File: src/rtl/shading_pkg.sv
// constants and types shared by the shading trigger scheduler
package shading_pkg;
	localparam int CLK_PERIOD_NS = 8;
	localparam int SECOND_NS = 1_000_000_000;
	localparam int SECOND_CYCLES = SECOND_NS / CLK_PERIOD_NS;
	localparam int SECONDS_PER_MIN = 60;
	localparam int LUX_W = 18;
	localparam int LUX_PER_KLUX = 1000;
	localparam logic [5:0] THR_MIN_KLUX = 6'h03;
	localparam logic [5:0] THR_MAX_KLUX = 6'h32;
	localparam logic [5:0] THR_DEF_KLUX = 6'h0A;
	localparam logic [5:0] CYCLE_STEP_MIN = 6'h05;
	localparam logic [3:0] WAIT_MAX_MIN = 4'hA;
	localparam logic [11:0] SUN_CYCLE_SCALE_S = 12'h00A;
	localparam logic [2:0] STEP_SEL_DEF = 3'h3;
	localparam logic [7:0] END_POSITION = 8'h00;
	typedef logic [2:0] delay_sel_t;
	typedef logic [2:0] step_sel_t;
	typedef logic signed [7:0] elev_t;
	typedef enum logic {SHADE_OFF, SHADE_ON} shade_state_t;
endpackage : shading_pkg

File: src/rtl/tick_if.sv
// second and minute tick pulses from the timebase
`timescale 1ns/1ns
interface tick_if;
	logic secTick;
	logic minTick;
	modport src (output secTick, output minTick);
	modport dst (input secTick, input minTick);
endinterface : tick_if

File: src/rtl/shading_timebase.sv
// second and minute enable pulses derived from the system clock
`timescale 1ns/1ns
module shading_timebase #(
	parameter int SEC_CYCLES = shading_pkg::SECOND_CYCLES
) (
	// clock and reset
	input wire logic clk,
	input wire logic rst,
	// tick pulses
	tick_if.src ticks
);
	import shading_pkg::*;

	logic [31:0] cycCnt_reg, cycCnt_next;
	logic [5:0] secCnt_reg, secCnt_next;
	logic secTick_reg, secTick_next;
	logic minTick_reg, minTick_next;

	always_comb begin
		cycCnt_next = cycCnt_reg + 32'h1;
		secCnt_next = secCnt_reg;
		secTick_next = 1'b0;
		minTick_next = 1'b0;
		if (cycCnt_reg >= 32'(SEC_CYCLES - 1)) begin
			cycCnt_next = 32'h0;
			secTick_next = 1'b1;
			if (secCnt_reg >= 6'(SECONDS_PER_MIN - 1)) begin
				secCnt_next = 6'h0;
				minTick_next = 1'b1;
			end else begin
				secCnt_next = secCnt_reg + 6'h1;
			end
		end
	end

	always_ff @(posedge clk) begin
		if (rst) begin
			cycCnt_reg <= 32'h0;
			secCnt_reg <= 6'h0;
			secTick_reg <= 1'b0;
			minTick_reg <= 1'b0;
		end else begin
			cycCnt_reg <= cycCnt_next;
			secCnt_reg <= secCnt_next;
			secTick_reg <= secTick_next;
			minTick_reg <= minTick_next;
		end
	end

	assign ticks.secTick = secTick_reg;
	assign ticks.minTick = minTick_reg;
endmodule : shading_timebase

File: src/rtl/shading_trigger_scheduler.sv
// shading trigger, delays and telegram scheduling
//
// Overview of operation
// - internal threshold in lux is the kilolux setting times 1000
// - hysteresis in lux is the hysteresis setting times 1000
// - brightness above threshold is signalled per facade as one-bit command
// - shading ends only below threshold minus hysteresis
// - shading telegrams optionally repeat every 5 to 60 minutes for settings 1 to 12; 13 to 15 wrap to 1, 6, 11 minutes
// - activation after switch-on delay while brightness still exceeds threshold
// - deactivation after switch-off delay while still below release level
// - commands go out as one bit or as one-byte position
// - slat position follows shading command after 0 to 10 minutes
// - sun position repeats every setting times ten seconds
// - sun position resent on elevation change of selected step
// - slat position repeats every setting minutes
// - slat position resent on elevation change, default step 10 degrees
// - optionally send blind height when shading ends
// - optionally send slat position when shading ends
// - threshold setting accepted from 3 to 50 kilolux, default 10
`timescale 1ns/1ns
module shading_trigger_scheduler #(
	parameter int SEC_CYCLES = shading_pkg::SECOND_CYCLES
) (
	// clock and reset
	input wire logic clk,
	input wire logic rst,
	// measurement
	input wire logic [shading_pkg::LUX_W-1:0] brightness,
	input wire shading_pkg::elev_t elevation,
	// threshold configuration
	input wire logic thrExternal,
	input wire logic [shading_pkg::LUX_W-1:0] thrExtLux,
	input wire logic [5:0] thrKlux,
	input wire logic [4:0] hystKlux,
	// timing configuration
	input wire logic [3:0] cycleSel,
	input wire shading_pkg::delay_sel_t onDelaySel,
	input wire shading_pkg::delay_sel_t offDelaySel,
	input wire logic [3:0] slatWaitMin,
	input wire logic [7:0] sunCycle,
	input wire shading_pkg::step_sel_t sunStepSel,
	input wire logic [7:0] slatCycleMin,
	input wire shading_pkg::step_sel_t slatStepSel,
	// output format
	input wire logic formatByte,
	input wire logic [7:0] shadePosition,
	input wire logic [3:0] facadeCount,
	input wire logic sendHeightAtEnd,
	input wire logic sendSlatAtEnd,
	// telegram strobes and values
	output logic shadeSend,
	output logic [7:0] shadeFacade,
	output logic shadeBit,
	output logic [7:0] shadeByte,
	output logic shadingActive,
	output logic slatSend,
	output logic heightSend,
	output logic sunSend,
	output shading_pkg::elev_t sunElevation
);
	import shading_pkg::*;

	tick_if ticks ();

	shading_timebase #(.SEC_CYCLES(SEC_CYCLES)) timebase (
		.clk(clk),
		.rst(rst),
		.ticks(ticks)
	);

	function automatic logic [5:0] delayMin(input delay_sel_t sel);
		case (sel)
			3'h0: delayMin = 6'h00;
			3'h1: delayMin = 6'h01;
			3'h2: delayMin = 6'h03;
			3'h3: delayMin = 6'h05;
			3'h4: delayMin = 6'h0A;
			3'h5: delayMin = 6'h0F;
			3'h6: delayMin = 6'h1E;
			default: delayMin = 6'h3C;
		endcase
	endfunction : delayMin

	function automatic logic [7:0] stepDeg(input step_sel_t sel);
		case (sel)
			3'h0: stepDeg = 8'h01;
			3'h1: stepDeg = 8'h03;
			3'h2: stepDeg = 8'h05;
			3'h3: stepDeg = 8'h0A;
			default: stepDeg = 8'h0F;
		endcase
	endfunction : stepDeg

	function automatic logic [7:0] elevDiff(input elev_t a, input elev_t b);
		logic signed [8:0] d;
		d = 9'(a) - 9'(b);
		elevDiff = d[8] ? 8'(-d) : d[7:0];
	endfunction : elevDiff

	// threshold and release level
	logic [5:0] thrClamped;
	logic [LUX_W-1:0] thrLux, hystLux, relLux;
	logic above, below;

	always_comb begin
		if (thrKlux < THR_MIN_KLUX) begin
			thrClamped = THR_MIN_KLUX;
		end else if (thrKlux > THR_MAX_KLUX) begin
			thrClamped = THR_MAX_KLUX;
		end else begin
			thrClamped = thrKlux;
		end
		thrLux = thrExternal ? thrExtLux
			: LUX_W'(thrClamped * LUX_PER_KLUX);
		hystLux = LUX_W'(hystKlux * LUX_PER_KLUX);
		relLux = (thrLux > hystLux) ? thrLux - hystLux : '0;
		above = brightness > thrLux;
		below = brightness < relLux;
	end

	shade_state_t state_reg, state_next;
	logic [5:0] dly_reg, dly_next;
	logic [5:0] cyc_reg, cyc_next;
	logic waitPend_reg, waitPend_next;
	logic [3:0] wait_reg, wait_next;
	logic [7:0] slatCnt_reg, slatCnt_next;
	logic [11:0] sunCnt_reg, sunCnt_next;
	elev_t lastSlat_reg, lastSlat_next;
	elev_t lastSun_reg, lastSun_next;
	logic shadeSend_reg, shadeSend_next;
	logic [7:0] facade_reg, facade_next;
	logic shadeBit_reg, shadeBit_next;
	logic [7:0] shadeByte_reg, shadeByte_next;
	logic slatSend_reg, slatSend_next;
	logic heightSend_reg, heightSend_next;
	logic sunSend_reg, sunSend_next;
	elev_t sunElev_reg, sunElev_next;
	logic goShade, goEnd, resend, slatDue, sunDue, nowActive;
	logic [3:0] waitLim;

	always_comb begin
		state_next = state_reg;
		dly_next = dly_reg;
		cyc_next = cyc_reg;
		waitPend_next = waitPend_reg;
		wait_next = wait_reg;
		slatCnt_next = slatCnt_reg;
		sunCnt_next = sunCnt_reg;
		lastSlat_next = lastSlat_reg;
		lastSun_next = lastSun_reg;
		facade_next = facade_reg;
		shadeBit_next = shadeBit_reg;
		shadeByte_next = shadeByte_reg;
		sunElev_next = sunElev_reg;
		shadeSend_next = 1'b0;
		slatSend_next = 1'b0;
		heightSend_next = 1'b0;
		sunSend_next = 1'b0;
		goShade = 1'b0;
		goEnd = 1'b0;
		resend = 1'b0;
		slatDue = 1'b0;
		sunDue = 1'b0;
		waitLim = (slatWaitMin > WAIT_MAX_MIN) ? WAIT_MAX_MIN : slatWaitMin;

		// switch-on and switch-off delays
		case (state_reg)
			SHADE_OFF: begin
				if (!above) begin
					dly_next = 6'h0;
				end else if (delayMin(onDelaySel) == 6'h0 || (ticks.minTick
					&& dly_reg + 6'h1 >= delayMin(onDelaySel))) begin
					goShade = 1'b1;
				end else if (ticks.minTick) begin
					dly_next = dly_reg + 6'h1;
				end
			end
			SHADE_ON: begin
				if (!below) begin
					dly_next = 6'h0;
				end else if (delayMin(offDelaySel) == 6'h0 || (ticks.minTick
					&& dly_reg + 6'h1 >= delayMin(offDelaySel))) begin
					goEnd = 1'b1;
				end else if (ticks.minTick) begin
					dly_next = dly_reg + 6'h1;
				end
			end
			default: begin
				state_next = SHADE_OFF;
			end
		endcase
		if (goShade) begin
			state_next = SHADE_ON;
			dly_next = 6'h0;
		end
		if (goEnd) begin
			state_next = SHADE_OFF;
			dly_next = 6'h0;
		end
		nowActive = (state_next == SHADE_ON);

		// cyclic repeat of the shading command
		if (cycleSel != 4'h0 && ticks.minTick) begin
			if (cyc_reg + 6'h1 >= 6'(cycleSel * CYCLE_STEP_MIN)) begin
				resend = 1'b1;
			end else begin
				cyc_next = cyc_reg + 6'h1;
			end
		end
		if (goShade || goEnd || resend) begin
			cyc_next = 6'h0;
			shadeSend_next = 1'b1;
			facade_next = 8'((9'h1 << facadeCount) - 9'h1);
			shadeBit_next = nowActive;
			shadeByte_next = nowActive ? shadePosition : END_POSITION;
		end

		// slat position after the waiting time
		if (goShade) begin
			waitPend_next = 1'b1;
			wait_next = 4'h0;
		end else if (goEnd) begin
			waitPend_next = 1'b0;
		end else if (waitPend_reg) begin
			if (wait_reg >= waitLim) begin
				waitPend_next = 1'b0;
				slatDue = 1'b1;
			end else if (ticks.minTick) begin
				wait_next = wait_reg + 4'h1;
			end
		end

		// slat position while shading is established
		if (state_reg == SHADE_ON && !waitPend_reg && !goEnd) begin
			if (slatCycleMin != 8'h0 && ticks.minTick) begin
				if (slatCnt_reg + 8'h1 >= slatCycleMin) begin
					slatDue = 1'b1;
				end else begin
					slatCnt_next = slatCnt_reg + 8'h1;
				end
			end
			if (elevDiff(elevation, lastSlat_reg) >= stepDeg(slatStepSel)) begin
				slatDue = 1'b1;
			end
		end
		if (goEnd) begin
			heightSend_next = sendHeightAtEnd;
			slatDue = sendSlatAtEnd;
		end
		if (slatDue) begin
			slatSend_next = 1'b1;
			slatCnt_next = 8'h0;
			lastSlat_next = elevation;
		end

		// sun position
		if (sunCycle != 8'h0 && ticks.secTick) begin
			if (sunCnt_reg + 12'h1 >= 12'(sunCycle * SUN_CYCLE_SCALE_S)) begin
				sunDue = 1'b1;
			end else begin
				sunCnt_next = sunCnt_reg + 12'h1;
			end
		end
		if (elevDiff(elevation, lastSun_reg) >= stepDeg(sunStepSel)) begin
			sunDue = 1'b1;
		end
		if (sunDue) begin
			sunSend_next = 1'b1;
			sunCnt_next = 12'h0;
			lastSun_next = elevation;
			sunElev_next = elevation;
		end
	end

	always_ff @(posedge clk) begin
		if (rst) begin
			state_reg <= SHADE_OFF;
			dly_reg <= 6'h0;
			cyc_reg <= 6'h0;
			waitPend_reg <= 1'b0;
			wait_reg <= 4'h0;
			slatCnt_reg <= 8'h0;
			sunCnt_reg <= 12'h0;
			lastSlat_reg <= 8'sh00;
			lastSun_reg <= 8'sh00;
			shadeSend_reg <= 1'b0;
			facade_reg <= 8'h00;
			shadeBit_reg <= 1'b0;
			shadeByte_reg <= 8'h00;
			slatSend_reg <= 1'b0;
			heightSend_reg <= 1'b0;
			sunSend_reg <= 1'b0;
			sunElev_reg <= 8'sh00;
		end else begin
			state_reg <= state_next;
			dly_reg <= dly_next;
			cyc_reg <= cyc_next;
			waitPend_reg <= waitPend_next;
			wait_reg <= wait_next;
			slatCnt_reg <= slatCnt_next;
			sunCnt_reg <= sunCnt_next;
			lastSlat_reg <= lastSlat_next;
			lastSun_reg <= lastSun_next;
			shadeSend_reg <= shadeSend_next;
			facade_reg <= facade_next;
			shadeBit_reg <= shadeBit_next;
			shadeByte_reg <= shadeByte_next;
			slatSend_reg <= slatSend_next;
			heightSend_reg <= heightSend_next;
			sunSend_reg <= sunSend_next;
			sunElev_reg <= sunElev_next;
		end
	end

	assign shadeSend = shadeSend_reg;
	assign shadeFacade = facade_reg;
	assign shadeBit = shadeBit_reg;
	assign shadeByte = shadeByte_reg;
	assign shadingActive = (state_reg == SHADE_ON);
	assign slatSend = slatSend_reg;
	assign heightSend = heightSend_reg;
	assign sunSend = sunSend_reg;
	assign sunElevation = sunElev_reg;
endmodule : shading_trigger_scheduler

File: config.mk
export PLATFORM = sky130hd
export DESIGN_NAME = shading_trigger_scheduler
export DESIGN_NICKNAME = d
export VERILOG_FILES = /design/src/rtl/shading_pkg.sv /design/src/rtl/tick_if.sv /design/src/rtl/shading_timebase.sv /design/src/rtl/shading_trigger_scheduler.sv
export SDC_FILE = /design/constraint.sdc
export NUM_CORES = 1
export LEC_CHECK = 0
export ABC_AREA = 1
export BUFFER_PORTS_ARGS = -buffer_cell sky130_fd_sc_hd__buf_4
export CAP_MARGIN = 20
export CORE_MARGIN = 4
export CORE_UTILIZATION = 29
export CTS_CLUSTER_SIZE = 8
export DETAILED_ROUTE_END_ITERATION = 8
export GPL_ROUTABILITY_DRIVEN = 0
export GPL_TIMING_DRIVEN = 1
export PLACE_DENSITY_LB_ADDON = 0.25
export SLEW_MARGIN = 20
export SYNTH_ARGS = -nofsm -noshare
export SYNTH_HDL_FRONTEND = slang
export SYNTH_HIERARCHICAL = 1
export SYNTH_SLANG_ARGS = --single-unit
File: constraint.sdc
create_clock -name clk -period 10.3 [get_ports clk]
set_clock_uncertainty 0.2 [all_clocks]
set_input_delay 0 -clock clk [delete_from_list [all_inputs] [get_ports clk]]
set_output_delay 0 -clock clk [all_outputs]
set_load 0.02 [all_outputs]
==> impl_metrics.toml <==
[flow_run]
maxCapViolCount = 0

[pwr]
p_leak_uw = 0.00698
seqPwrFrac = 0.218
max-vdd-ir-drop_uv = 118
p_switching_uw = 839
sw_frac_of_total = 0.393
p_int_uw = 1300
combPwrFrac = 0.485
pwr-share-clk = 0.297
p_per_area_mw_per_mm2 = 151

[setup_path]
crit_path_frequent_cell = "nand2_1"
crit_type = "primary input to flip-flop"
worstSetupEndpointType = "flip-flop"
crit_fanout = 17
cp.arrival_ps = 8580
critPathLaunchType = "primary input"
critical_path.slowest_cell = "a221oi_1"
rr_worst_depth = 23
crit_required_ps = 10450
crit_path_max_incr_delay_ps = 840

[floorplan]
die_area_mm2 = 0.0429
die_y_um = 207
start_util = 0.296
die_w_um = 207
ios = 139
num_rows = 72
coreArea_mm2 = 0.0389

[clock_tree]
cts_root_buf = "clkbuf_16"
cts_tree = "built"
cts_buffers = 17
cts.clk_slew.worst_paths_ps = 60
cts_buffer_depth = 2
post_cts_buffers = 0
cts_max_level = 4
tritoncts_num_sinks = 115
clk_latency_ps = 410

[detailed_routing]
wl_um = 28900
via_count = 10700
firstDrtPassIters = 5
drc_errors = 0
antenna_left = 0
routed_via_density = 4.51
wl_per_cell_um = 12.2
drt_iter0_drc = 347

[synthesis]
async_flop_share = 0
synth_edf_count = 0
synth_ff_type = "dfxtp_1"
ys_ff_latch = 115
synth.distinct_cells = 57
syn_avg_cell_area_um2 = 6.95
yosysSeqAreaShare = 0.200
syn_inst = 1655
yosysWarnings = 6
netlist_area_mm2 = 0.0115

[placement]
dp_hpwl_um = 23700
port_buffers = 137
placed_cells = 2294

[hold_path]
hp-class = "primary input to flip-flop"
hold_depth = 4

[sta]
setup_viol = 0
rsz0062_at_grt = "false"
setup_tns_ps = 0
whs_ps = -2.87
relSlewSlack = 0.343
worst_pin_slew_ps = 986
slew_violations = 0
min_period_over_period = 0.818
max_freq_ghz = 0.119
period_minus_slack_ps = 8430
hold_viol_final = 1

[grt]
grt_overflow = 0
first_global_vias = 10400
antenna_found_initial = 2
grt_pass1_wl_um = 49400
grt_max_degree = 28
grt_util_all_layers = 0.135

[cells_and_area]
multi_input_area_mm2 = 0.00801
seqCellArea_mm2 = 0.00230
final_cells = 2369
layout_common_cells = "nand2_1 (357), inv_1 (279), ha_1 (178)"
final_layout_size_suffix_gt1_frac = 0.118
final_common_cell = "nand2_1"
area_growth_pct = 22.9
finish.utilization = 0.363
largest_register_ffs = 32
n_fill_cell = 4135
final_nets = 2150

[outcome]
failed_checks = "hold timing"
outcome = "complete, but fails checks"
-- power by group through the flow --
stage	clock network (µW)	registers [µW]	logic, µW
CTS	651	465	1040
floorplan	0	483	767
global route	674	466	1210
global placement	0	474	1010
finish	633	465	1040
detailed placement	0	475	1030
-- routing by layer --
| layer | global-route usage | vias up | part of all wire |
|---|---|---|---|
| li1 | - | 5689 | - |
| met1 | 0.172 | 4845 | 0.47 |
| met2 | 0.236 | 118 | 0.49 |
| met3 | 0.0222 | 42 | 0.023 |
| met4 | 0.0376 | 2 | 0.023 |
| met5 | 0 | - | 0.00069 |
-- cell type report --
class | count | area share
clock buffer | 23 | 0.0338
antenna | 1 | 0.000177
clock inverter | 9 | 0.0107
inverter | 289 | 0.0768
tap | 518 | 0.0459
multi-input combinational | 1235 | 0.567
sequential | 115 | 0.163
timing repair buffer | 179 | 0.103
-- worst max-delay path, delay by kind of cell --
kind	cells	cell delay (ps)
and+or+nand+nor	20	2970
adders and majority gates	6	2420
AOI/OAI and AO/OA	6	1640
buffers and inverters	7	1550
-- final timing paths --
check,startpoint,end,slack (ps)
min reg2reg,shadeFacade[0]$_SDFFE_PP0P_,shadeFacade[0]$_SDFFE_PP0P_,260
max,thrKlux[4],shadeByte[0]$_SDFFE_PP0P_,1870
max reg2reg,lastSlat_reg[0]$_SDFFE_PP0P_,lastSlat_reg[0]$_SDFFE_PP0P_,5890
min,onDelaySel[0],waitPend_reg$_SDFF_PP0_,-3
-- kinds of logic after synthesis --
kind of cell,Yosys count,share of synthesized area
AND/OR/NAND/NOR,718,0.280
buffers and inverters,309,0.104
flip-flops,115,0.200
AO/OA/AOI/OAI,215,0.105
adder cells (fa/ha/maj),204,0.239
other,1,0.000326
XOR/XNOR,90,0.0685
multiplexers,3,0.00261
-- per-stage QoR --
step	setup slack [ps]	area (µm²)	hold slack, ps	power, µW
global placement	2300	13100	20.6	1490
CTS	1900	14100	17.2	2160
global route	1160	14100	56.0	2350
floorplan	3580	11500	-131	1250
detailed placement	2160	13100	27.3	1500
finish	1870	14100	-2.87	2140
-- cell usage after synthesis (all sizes together), types with 7 or more instances --
cell type / n / area (µm²)
clkbuf: 13 / 48.8
or2: 8 / 50.1
inv: 286 / 1070
a21oi: 101 / 521
nand2: 367 / 1420
dfxtp: 115 / 2300
o21ai: 74 / 378
xor2: 67 / 587
ha: 178 / 2230
fa: 26 / 521
xnor2: 23 / 201
nor3: 20 / 105
buf: 7 / 66.3
nand3b: 12 / 90.1
nand4: 21 / 146
nand3: 118 / 666
o21bai: 7 / 52.6
nor2: 155 / 631
-- timing repair --
action                    4_1_cts  5_1_grt
hold endpoints to repair       50        0
hold buffers                   42        0
gates resized for setup         0        0
(Power assumes the default switching activity.)
